## config.mk

```make
export PLATFORM = sky130hd
export DESIGN_NAME = ccrb_bank
export DESIGN_NICKNAME = d
export VERILOG_FILES = /design/src/hw/ccrb_pkg.sv /design/src/hw/ccrb_irq_if.sv /design/src/hw/ccrb_sync.sv /design/src/hw/ccrb_irq.sv /design/src/hw/ccrb_bank.sv
export SDC_FILE = /design/constraint.sdc
export NUM_CORES = 1
export LEC_CHECK = 0
export ABC_CLOCK_PERIOD_IN_PS = 4000
export BUFFER_PORTS_ARGS = -buffer_cell sky130_fd_sc_hd__buf_2
export CAP_MARGIN = 10
export CORE_ASPECT_RATIO = 0.6
export CORE_MARGIN = 1.5
export CORE_UTILIZATION = 40
export CTS_BUF_LIST = sky130_fd_sc_hd__clkbuf_8
export DETAILED_ROUTE_END_ITERATION = 10
export GPL_TIMING_DRIVEN = 1
export PLACE_DENSITY = 0.61
export SLEW_MARGIN = 20
export SYNTH_ARGS = -nofsm -noshare
export SYNTH_HDL_FRONTEND = slang
export SYNTH_HIERARCHICAL = 1
export SYNTH_SLANG_ARGS = --single-unit
```

## constraint.sdc

```tcl
create_clock -name clk -period 4 [get_ports clk]
set_input_delay 0.2 -clock clk [delete_from_list [all_inputs] [get_ports clk]]
set_output_delay 0.2 -clock clk [all_outputs]
set_load 0.01 [all_outputs]
```

## src/hw/ccrb_pkg.sv

```systemverilog
// constants and types shared by the codec control register bank
package ccrb_pkg;

  localparam int DATA_W   = 16;
  localparam int NUM_REGS = 9;
  localparam int IO_W     = 10;
  localparam int ADDR_W   = 4;

  // register addresses
  localparam logic [3:0] ADDR_PIN_LEVEL  = 4'h0;
  localparam logic [3:0] ADDR_PIN_DIR    = 4'h1;
  localparam logic [3:0] ADDR_RISE_EN    = 4'h2;
  localparam logic [3:0] ADDR_FALL_EN    = 4'h3;
  localparam logic [3:0] ADDR_IRQ_STATUS = 4'h4;
  localparam logic [3:0] ADDR_PHONE_A    = 4'h5;
  localparam logic [3:0] ADDR_PHONE_B    = 4'h6;
  localparam logic [3:0] ADDR_VOICE_A    = 4'h7;
  localparam logic [3:0] ADDR_VOICE_B    = 4'h8;

  // reset values
  localparam logic [15:0] RST_ZERO    = 16'h0000;
  localparam logic [15:0] RST_PHONE_A = 16'h0010;
  localparam logic [15:0] RST_VOICE_A = 16'h0006;

  // writable bits per register, other bits read zero except the telecom clip flag
  localparam logic [15:0] WMASK_PIN_LEVEL = 16'h03FF;
  localparam logic [15:0] WMASK_PIN_DIR   = 16'h83FF;
  localparam logic [15:0] WMASK_IRQ       = 16'hFBFF;
  localparam logic [15:0] WMASK_PHONE_A   = 16'h00FF;
  localparam logic [15:0] WMASK_PHONE_B   = 16'hE848;
  localparam logic [15:0] WMASK_VOICE_A   = 16'h0FFF;
  localparam logic [15:0] WMASK_VOICE_B   = 16'hE15F;

  // field positions
  localparam int BIT_SIB_ZERO     = 15;
  localparam int BIT_TEL_LOOP     = 7;
  localparam int BIT_HIGH_PASS    = 3;
  localparam int BIT_TEL_CLIP     = 4;
  localparam int BIT_TEL_ATT      = 6;
  localparam int BIT_SIDE_SUP     = 11;
  localparam int BIT_MUTE         = 13;
  localparam int BIT_PATH_IN      = 14;
  localparam int BIT_PATH_OUT     = 15;
  localparam int BIT_AUD_CLIP_ENA = 6;
  localparam int BIT_AUD_LOOP     = 8;
  localparam int DIV_LSB          = 0;
  localparam int DIV_W            = 7;
  localparam int GAIN_LSB         = 7;
  localparam int LEVEL_W          = 5;
  localparam int ATT_LSB          = 0;
  localparam int IRQ_ADC          = 11;
  localparam int IRQ_TSPX         = 12;
  localparam int IRQ_TSMX         = 13;
  localparam int IRQ_TCLIP        = 14;
  localparam int IRQ_ACLIP        = 15;

  // frame bit indices, counted from the bit sampled with sync high
  localparam logic [7:0] FRAME_BIT_WRITE  = 8'h10;
  localparam logic [7:0] FRAME_ADDR_FIRST = 8'h11;
  localparam logic [7:0] FRAME_ADDR_LAST  = 8'h14;
  localparam logic [7:0] FRAME_DATA_FIRST = 8'h20;
  localparam logic [7:0] FRAME_DATA_LAST  = 8'h2F;
  localparam logic [7:0] FRAME_COMMIT_BIT = 8'h40;
  localparam logic [7:0] FRAME_LAST_BIT   = 8'h7F;

  typedef enum logic {FR_IDLE, FR_BUSY} ccrb_frame_t;

endpackage

```

## src/hw/ccrb_irq_if.sv

```systemverilog
// interrupt capture connection between the register bank and its capture block
`timescale 1ns/10ps
interface ccrb_irq_if;
  logic [15:0] source;
  logic [15:0] riseEna;
  logic [15:0] fallEna;
  logic [15:0] clear;
  logic [15:0] status;
  modport capture (input source, input riseEna, input fallEna, input clear, output status);
  modport control (output source, output riseEna, output fallEna, output clear, input status);
endinterface

```

## src/hw/ccrb_sync.sv

```systemverilog
// two-stage synchroniser for pin inputs
`timescale 1ns/10ps
module ccrb_sync #(
  parameter int W = 1
) (
  input  wire logic         clk,
  input  wire logic         resetn,
  input  wire logic [W-1:0] pinIn,
  output logic      [W-1:0] pinSync
);
  typedef struct packed {
    logic [W-1:0] stage1;
    logic [W-1:0] stage2;
  } ccrb_sync_t;

  ccrb_sync_t state, next_state;

  always_comb begin
    next_state.stage1 = pinIn;
    next_state.stage2 = state.stage1;
  end

  always_ff @(posedge clk) begin
    if (!resetn) begin
      state <= '0;
    end else begin
      state <= next_state;
    end
  end

  assign pinSync = state.stage2;
endmodule

```

## src/hw/ccrb_irq.sv

```systemverilog
// edge interrupt capture with sticky status, runs on the system clock
`timescale 1ns/10ps
module ccrb_irq
  import ccrb_pkg::*;
(
  input  wire logic clk,
  input  wire logic resetn,
  ccrb_irq_if.capture bus
);
  typedef struct packed {
    logic [15:0] prevSrc;
    logic [15:0] status;
  } ccrb_irq_t;

  ccrb_irq_t state, next_state;
  logic [15:0] edges;

  always_comb begin
    edges = (bus.source & ~state.prevSrc & bus.riseEna)
          | (~bus.source & state.prevSrc & bus.fallEna);
    next_state.prevSrc = bus.source;
    // a new edge in the clear cycle survives the clear
    next_state.status = ((state.status & ~bus.clear) | edges) & WMASK_IRQ;
  end

  always_ff @(posedge clk) begin
    if (!resetn) begin
      state <= '0;
    end else begin
      state <= next_state;
    end
  end

  assign bus.status = state.status;
endmodule

```

## src/hw/ccrb_bank.sv

```systemverilog
// codec control register bank behind the four-wire serial frame port
`timescale 1ns/10ps

// Operation
// - stored pin data drives output pins
// - pin data read returns sampled pin levels
// - direction bit one means output
// - bit 15 drives dout low in word two
// - rise enables arm rising edge interrupts
// - fall enables arm falling edge interrupts
// - status read returns latched interrupt flags
// - zero-to-one write clears interrupt flag
// - telecom divisor resets to 16, range 16-127
// - telecom loopback control bit
// - voice band filter enable bit
// - latched clip flag, cleared by rising write
// - telecom input 6dB attenuation enable
// - sidetone, mute and path enables telecom
// - audio divisor resets to 6, range 6-127
// - audio input gain five-bit field
// - audio output attenuation five-bit field
// - audio clip detection enable
// - audio loopback control bit
// - audio mute and path enables
// - write only with flag, at bit 64
// - returned data sampled before frame start
// - interrupt pin is OR of status
// - capture runs without serial clock
module ccrb_bank
  import ccrb_pkg::*;
(
  input  wire logic        clk,
  input  wire logic        resetn,
  input  wire logic        sibClk,
  input  wire logic        sibSync,
  input  wire logic        sibDin,
  output logic             sibDout,
  output logic             sibDoutEnN,
  input  wire logic [9:0]  ioIn,
  output logic      [9:0]  ioOut,
  output logic      [9:0]  ioOutEnN,
  input  wire logic        adcReady,
  input  wire logic        tspxLow,
  input  wire logic        tsmxLow,
  input  wire logic        telClipDetect,
  input  wire logic        audClipDetect,
  output logic             irqOut,
  output logic      [6:0]  telDiv,
  output logic             telLoopEna,
  output logic             telHighPassEna,
  output logic             telAttEna,
  output logic             sideSupEna,
  output logic             telMute,
  output logic             telInEna,
  output logic             telOutEna,
  output logic      [6:0]  audDiv,
  output logic      [4:0]  audGain,
  output logic      [4:0]  audAtt,
  output logic             audClipEna,
  output logic             audLoopEna,
  output logic             audMute,
  output logic             audInEna,
  output logic             audOutEna
);

  ////////////////////////////////////////////////////////////////////////////
  // state

  typedef struct packed {
    ccrb_frame_t             frame;
    logic [7:0]              bitIdx;
    logic                    sclkPrev;
    logic                    wrFlag;
    logic [3:0]              addr;
    logic [15:0]             wdata;
    logic                    lastDin;
    logic [NUM_REGS-1:0][15:0] regs;
    logic [NUM_REGS-1:0][15:0] snap;
    logic [15:0]             lastClrIrq;
    logic                    lastClrTel;
    logic                    telClip;
    logic [15:0]             irqClear;
    logic                    sibDout;
    logic                    sibDoutEnN;
    logic [9:0]              ioOutEnN;
    logic                    irqOut;
  } ccrb_bank_t;

  ccrb_bank_t state, next_state;

  ////////////////////////////////////////////////////////////////////////////
  // pin synchronisers and interrupt capture

  logic [17:0] pinSync;
  logic        sclk;
  logic        syncIn;
  logic        din;
  logic [9:0]  ioLevel;
  logic        adcSync;
  logic        tspxSync;
  logic        tsmxSync;
  logic        telDetSync;
  logic        audDetSync;

  ccrb_sync #(.W(18)) u_sync (
    .clk     (clk),
    .resetn  (resetn),
    .pinIn   ({sibClk, sibSync, sibDin, ioIn, adcReady, tspxLow, tsmxLow,
               telClipDetect, audClipDetect}),
    .pinSync (pinSync)
  );

  assign {sclk, syncIn, din, ioLevel, adcSync, tspxSync, tsmxSync,
          telDetSync, audDetSync} = pinSync;

  ccrb_irq_if irqBus ();

  // audio clip detector output only counts while audio clip detection is on
  assign irqBus.source  = {audDetSync & state.regs[ADDR_VOICE_B][BIT_AUD_CLIP_ENA],
                           state.telClip, tsmxSync, tspxSync, adcSync, 1'b0, ioLevel};
  assign irqBus.riseEna = state.regs[ADDR_RISE_EN];
  assign irqBus.fallEna = state.regs[ADDR_FALL_EN];
  assign irqBus.clear   = state.irqClear;

  // capture is clocked by clk, so edges latch with the frame clock stopped
  ccrb_irq u_irq (
    .clk    (clk),
    .resetn (resetn),
    .bus    (irqBus.capture)
  );

  ////////////////////////////////////////////////////////////////////////////
  // helpers

  function automatic logic [15:0] wmask(input logic [3:0] a);
    case (a)
      ADDR_PIN_LEVEL: wmask = WMASK_PIN_LEVEL;
      ADDR_PIN_DIR:   wmask = WMASK_PIN_DIR;
      ADDR_RISE_EN:   wmask = WMASK_IRQ;
      ADDR_FALL_EN:   wmask = WMASK_IRQ;
      ADDR_PHONE_A:   wmask = WMASK_PHONE_A;
      ADDR_PHONE_B:   wmask = WMASK_PHONE_B;
      ADDR_VOICE_A:   wmask = WMASK_VOICE_A;
      ADDR_VOICE_B:   wmask = WMASK_VOICE_B;
      default:        wmask = RST_ZERO;
    endcase
  endfunction

  function automatic logic [15:0] readWord(input logic [3:0] a,
                                           input logic [15:0] stored,
                                           input logic [9:0] pins,
                                           input logic [15:0] irqStat,
                                           input logic clipFlag);
    case (a)
      ADDR_PIN_LEVEL:  readWord = {6'h00, pins};
      ADDR_IRQ_STATUS: readWord = irqStat;
      ADDR_PHONE_B:    readWord = stored | (16'(clipFlag) << BIT_TEL_CLIP);
      default:         readWord = stored;
    endcase
  endfunction

  ////////////////////////////////////////////////////////////////////////////
  // frame engine and register writes

  logic        fall;
  logic        rise;
  logic        inFrame;
  logic [7:0]  idx;
  logic        commit;
  logic        telClr;
  logic [15:0] selWord;
  logic [3:0]  dataPos;

  always_comb begin
    next_state = state;
    next_state.irqClear = 16'h0000;
    fall    = state.sclkPrev & ~sclk;
    rise    = ~state.sclkPrev & sclk;
    inFrame = state.frame == FR_BUSY;
    idx     = (fall && syncIn) ? 8'h00 : state.bitIdx;
    commit  = 1'b0;
    telClr  = 1'b0;
    selWord = (state.addr < 4'(NUM_REGS)) ? state.snap[state.addr] : RST_ZERO;
    dataPos = 4'(FRAME_DATA_LAST - state.bitIdx);
    next_state.sclkPrev = sclk;

    // input bits are taken on the falling edge of the frame clock
    if (fall && (syncIn || inFrame)) begin
      if (syncIn) begin
        next_state.frame  = FR_BUSY;
        next_state.wrFlag = 1'b0;
        // returned data is the content just before this frame
        for (int i = 0; i < NUM_REGS; i++) begin
          next_state.snap[i] = readWord(4'(i), state.regs[i], ioLevel,
                                        irqBus.status, state.telClip);
        end
      end
      next_state.lastDin = din;
      next_state.bitIdx  = idx + 8'h01;
      if (idx == FRAME_BIT_WRITE) begin
        next_state.wrFlag = din;
      end
      if (idx >= FRAME_ADDR_FIRST && idx <= FRAME_ADDR_LAST) begin
        next_state.addr = {state.addr[2:0], din};
      end
      if (idx >= FRAME_DATA_FIRST && idx <= FRAME_DATA_LAST) begin
        next_state.wdata = {state.wdata[14:0], din};
      end
      commit = (idx == FRAME_COMMIT_BIT) && state.wrFlag;
      if (idx == FRAME_LAST_BIT) begin
        next_state.frame = FR_IDLE;
      end
    end

    if (commit) begin
      case (state.addr)
        ADDR_IRQ_STATUS: begin
          next_state.irqClear   = state.wdata & ~state.lastClrIrq & WMASK_IRQ;
          next_state.lastClrIrq = state.wdata;
        end
        ADDR_PHONE_B: begin
          next_state.regs[ADDR_PHONE_B] = state.wdata & WMASK_PHONE_B;
          telClr = state.wdata[BIT_TEL_CLIP] & ~state.lastClrTel;
          next_state.lastClrTel = state.wdata[BIT_TEL_CLIP];
        end
        default: begin
          if (state.addr < 4'(NUM_REGS)) begin
            next_state.regs[state.addr] = state.wdata & wmask(state.addr);
          end
        end
      endcase
    end

    // clip flag latches the detector until cleared; a detection in the clear cycle wins
    next_state.telClip = (state.telClip & ~telClr) | telDetSync;

    // output bits change on the rising edge ahead of the next sample
    if (rise) begin
      if (!inFrame) begin
        next_state.sibDout    = 1'b0;
        next_state.sibDoutEnN = 1'b1;
      end else if (state.bitIdx >= FRAME_COMMIT_BIT) begin
        next_state.sibDout    = 1'b0;
        next_state.sibDoutEnN = ~state.regs[ADDR_PIN_DIR][BIT_SIB_ZERO];
      end else begin
        next_state.sibDoutEnN = 1'b0;
        next_state.sibDout    = 1'b0;
        // address echo lags the incoming address by one bit
        if (state.bitIdx > FRAME_ADDR_FIRST && state.bitIdx <= FRAME_ADDR_LAST + 8'h01) begin
          next_state.sibDout = state.lastDin;
        end
        if (state.bitIdx >= FRAME_DATA_FIRST && state.bitIdx <= FRAME_DATA_LAST) begin
          next_state.sibDout = selWord[dataPos];
        end
      end
    end

    next_state.ioOutEnN = ~next_state.regs[ADDR_PIN_DIR][9:0];
    next_state.irqOut   = |irqBus.status;
  end

  always_ff @(posedge clk) begin
    if (!resetn) begin
      state            <= '0;
      state.frame      <= FR_IDLE;
      state.regs[ADDR_PHONE_A] <= RST_PHONE_A;
      state.regs[ADDR_VOICE_A] <= RST_VOICE_A;
      state.sibDoutEnN <= 1'b1;
      state.ioOutEnN   <= 10'h3FF;
    end else begin
      state <= next_state;
    end
  end

  ////////////////////////////////////////////////////////////////////////////
  // outputs, all taken from flip-flops

  assign sibDout    = state.sibDout;
  assign sibDoutEnN = state.sibDoutEnN;
  assign ioOut      = state.regs[ADDR_PIN_LEVEL][9:0];
  assign ioOutEnN   = state.ioOutEnN;
  assign irqOut     = state.irqOut;

  assign telDiv         = state.regs[ADDR_PHONE_A][DIV_LSB +: DIV_W];
  assign telLoopEna     = state.regs[ADDR_PHONE_A][BIT_TEL_LOOP];
  assign telHighPassEna = state.regs[ADDR_PHONE_B][BIT_HIGH_PASS];
  assign telAttEna      = state.regs[ADDR_PHONE_B][BIT_TEL_ATT];
  assign sideSupEna     = state.regs[ADDR_PHONE_B][BIT_SIDE_SUP];
  assign telMute        = state.regs[ADDR_PHONE_B][BIT_MUTE];
  assign telInEna       = state.regs[ADDR_PHONE_B][BIT_PATH_IN];
  assign telOutEna      = state.regs[ADDR_PHONE_B][BIT_PATH_OUT];
  assign audDiv         = state.regs[ADDR_VOICE_A][DIV_LSB +: DIV_W];
  assign audGain        = state.regs[ADDR_VOICE_A][GAIN_LSB +: LEVEL_W];
  assign audAtt         = state.regs[ADDR_VOICE_B][ATT_LSB +: LEVEL_W];
  assign audClipEna     = state.regs[ADDR_VOICE_B][BIT_AUD_CLIP_ENA];
  assign audLoopEna     = state.regs[ADDR_VOICE_B][BIT_AUD_LOOP];
  assign audMute        = state.regs[ADDR_VOICE_B][BIT_MUTE];
  assign audInEna       = state.regs[ADDR_VOICE_B][BIT_PATH_IN];
  assign audOutEna      = state.regs[ADDR_VOICE_B][BIT_PATH_OUT];

endmodule

```

==> flow_summary.yaml <==
status:
  status: "finished, final reports clean"
clock_tree:
  clkTransAtPathRegs_ns: 0.06
  cts_buffer_depth: 3
  cts_buffers: 60
  cts.sinks: 413
  post-cts-setup-buffers: 0
  cts_root_buf: "clkbuf_8"
  cts_tree: "built"
  insertion_delay_ns: 0.65
  cts_max_level: 2
route:
  post_drt_wl_per_cell_um: 20.64
  drt_iter0_drc: 1485
  antenna_left: 0
  avgViaCountPerCell: 5.435
  dr_total_vias: 13680
  wl_um: 51930
  drc: 0
  dr.pass1.iters: 5
finish:
  fin_cells: 2516
  finalNetCount: 1961
  syn_to_final_growth_pct: 10.29
  drive_above_1_share_pct: 13.81
  utilization_pct: 44.70
sta:
  slew_viol_final: 0
  finalHoldViolations: 0
  period_share_pct: 73.26
  setup_tns_ns: 0
  period_minus_slack_ns: 2.930
  finClkSkew_ns: 0.02460
  grt_setup_unrepaired: "false"
  worstMarginPinSlew_ns: 1.074
  maxSlewHeadroom_pct: 28.40
  fmax_ghz: 0.3412
  setup_viol_count_final: 0
floorplan:
  initial_core_util_pct: 40.53
  dieHeight_um: 159.7
  fp.dieW_um: 264.1
  io_pins: 79
  dieArea_sq_mm: 0.04216
  rows: 57
  core-area_sq_mm: 0.04037
worst_setup_path:
  crit_buf_inv: 0
  path_class: "reg2reg"
  cp_slowest_cell: "nand2_1"
  crit_required_ns: 4.49
  end_kind: "register"
  cp_max_fo: 22
  slowest_delay_ns: 0.63
  critPathTopFamily: "simple AND/OR/NAND/NOR gates"
  timing.critical_path.cells: "nand3b_1 -> nand2_1 -> ha_1 -> o21ai_2 -> nor4_4 -> nand2_1 -> a21oi_1 -> nor2_1"
  worstPathArrival_ns: 3.42
  crit_top_cell: "nand2_1"
  cp-start-kind: "register"
global_routing:
  antenna_found_initial: 3
  grt_pass1_vias: 12520
  grt_pass1_wl_um: 77940
  grt_max_degree: 168
  overflow: 0
  grt_usage_pct: 24.21
place:
  gp_congestion: 0.9070
  numPortBuffers: 78
  dp_hpwl_um: 34910
  dp_cells: 2387
synth:
  ys_warn_count: 6
  synthCells: 1948
  syn_avg_cell_area_sq_um: 8.398
  syn-num-nets: 1972
  synth.cell_area_sq_mm: 0.01636
power_and_ir_drop:
  power_density_mw_per_mm2: 425.4
  swShare_pct: 22.99
  p_leak_nw: 6.421
  peakVddDrop_v: 0.0002077
  clockPowerShare_pct: 44.1
  p_sw_w: 0.001765
  seqPwrFrac_pct: 54.1
  internal_power_w: 0.005911
  share_comb_of_total_power_pct: 1.8
hold_path:
  hold_path_class: "in2reg"
run:
  cap_violations: 0
## layout by cell type, fill, tap and decap left out, drive strengths merged, types with 3 or more instances in the layout
cell	n
nor2	120
and2	54
nor4	7
ha	4
mux2	8
nand2	459
o22ai	6
inv	39
nand4b	31
a21oi	290
nor2b	11
or2	26
a31oi	5
buf	113
a211oi	4
and3	12
nand4	24
mux2i	48
a311oi	3
or3	4
clkinv	3
dfxtp	413
o211ai	6
clkbuf	74
a2111oi	3
dlygate4sd3	19
a31o	3
mux4	6
nand3	73
o21ai	13
o221ai	10
nand2b	23
nor3	12
nand3b	21
## repair_timing
action | in CTS | in global routing
hold endpoints to repair | 28 | 0
gates resized for setup | 0 | 0
hold buffers | 19 | 0
## state kept, by name (all words and copies together) (netlist names), 5 cells and up, named ones only
name,flops
state,229
u_sync/next_state,18
u_sync/pinSync,18
irqBus.fallEna,16
irqBus.riseEna,16
irqBus.clear,15
u_irq/bus.status,15
u_irq/state,15
ioOutEnN,10
ioOut,10
audDiv,7
telDiv,7
audAtt,5
audGain,5
## power by group through the flow
| stage | combinational, W | clock, W | sequential, W |
|---|---|---|---|
| after floorplan | 0.0000888 | 0 | 0.00424 |
| after global placement | 0.000124 | 0 | 0.00424 |
| after detailed placement | 0.000123 | 0 | 0.00424 |
| after CTS | 0.000138 | 0.00345 | 0.00415 |
| after global routing | 0.000149 | 0.00365 | 0.00415 |
| final | 0.000138 | 0.00339 | 0.00415 |
## metal layers
| metal | vias to the layer above | routed length [um] | GRT usage, % |
|---|---|---|---|
| met3 | 61 | 5890 | 8.342 |
| li1 | 6480 | - | - |
| met5 | - | 0 | 0 |
| met2 | 582 | 19640 | 31.03 |
| met4 | 0 | 1003 | 6.243 |
| met1 | 6552 | 25400 | 37.48 |
## through the flow
| stage | power (W) | worst slack (ns) | hold slack (ns) | instance area [sq um] |
|---|---|---|---|---|
| 2_1_floorplan | 0.004324 | 1.137 | 0.3362 | 16360 |
| 3_3_place_gp | 0.004365 | 1.218 | 0.3960 | 16650 |
| 3_5_place_dp | 0.004365 | 1.188 | 0.4008 | 16650 |
| 4_1_cts | 0.007740 | 1.169 | 0.2745 | 18040 |
| 5_1_grt | 0.007952 | 0.8843 | 0.2941 | 18040 |
| 6_report | 0.007676 | 1.070 | 0.3163 | 18040 |
## tightest hold or removal path, delay by kind of cell
kind                   cells  cell delay [ns]
buffers and inverters      2             0.61
AND/OR/NAND/NOR            1             0.12
## final cells by class
type	instances	area (sq um)
multi-input combinational	1320	6992
timing repair buffer	132	870.8
antenna	1	2.502
sequential	413	8269
inverter	10	45.04
fill	4024	22320
tap	531	664.4
clock buffer	74	1018
clock inverter	35	181.4
## final timing paths
path | startpoint | to | slack, ns | depth (start not counted)
max | u_sync/pinSync[17]$_SDFF_PN0_ | irqBus.riseEna[15]$_SDFFE_PN0P_ | 1.07 | 8
min | ioIn[3] | u_sync/next_state[8]$_SDFF_PN0_ | 0.32 | 3
max reg2reg | u_sync/pinSync[17]$_SDFF_PN0_ | irqBus.riseEna[15]$_SDFFE_PN0P_ | 1.07 | 8
min reg2reg | state[45]$_SDFFE_PN0P_ | irqBus.clear[14]$_SDFF_PN0_ | 0.41 | 1
Power figures use the tool's default switching activity.
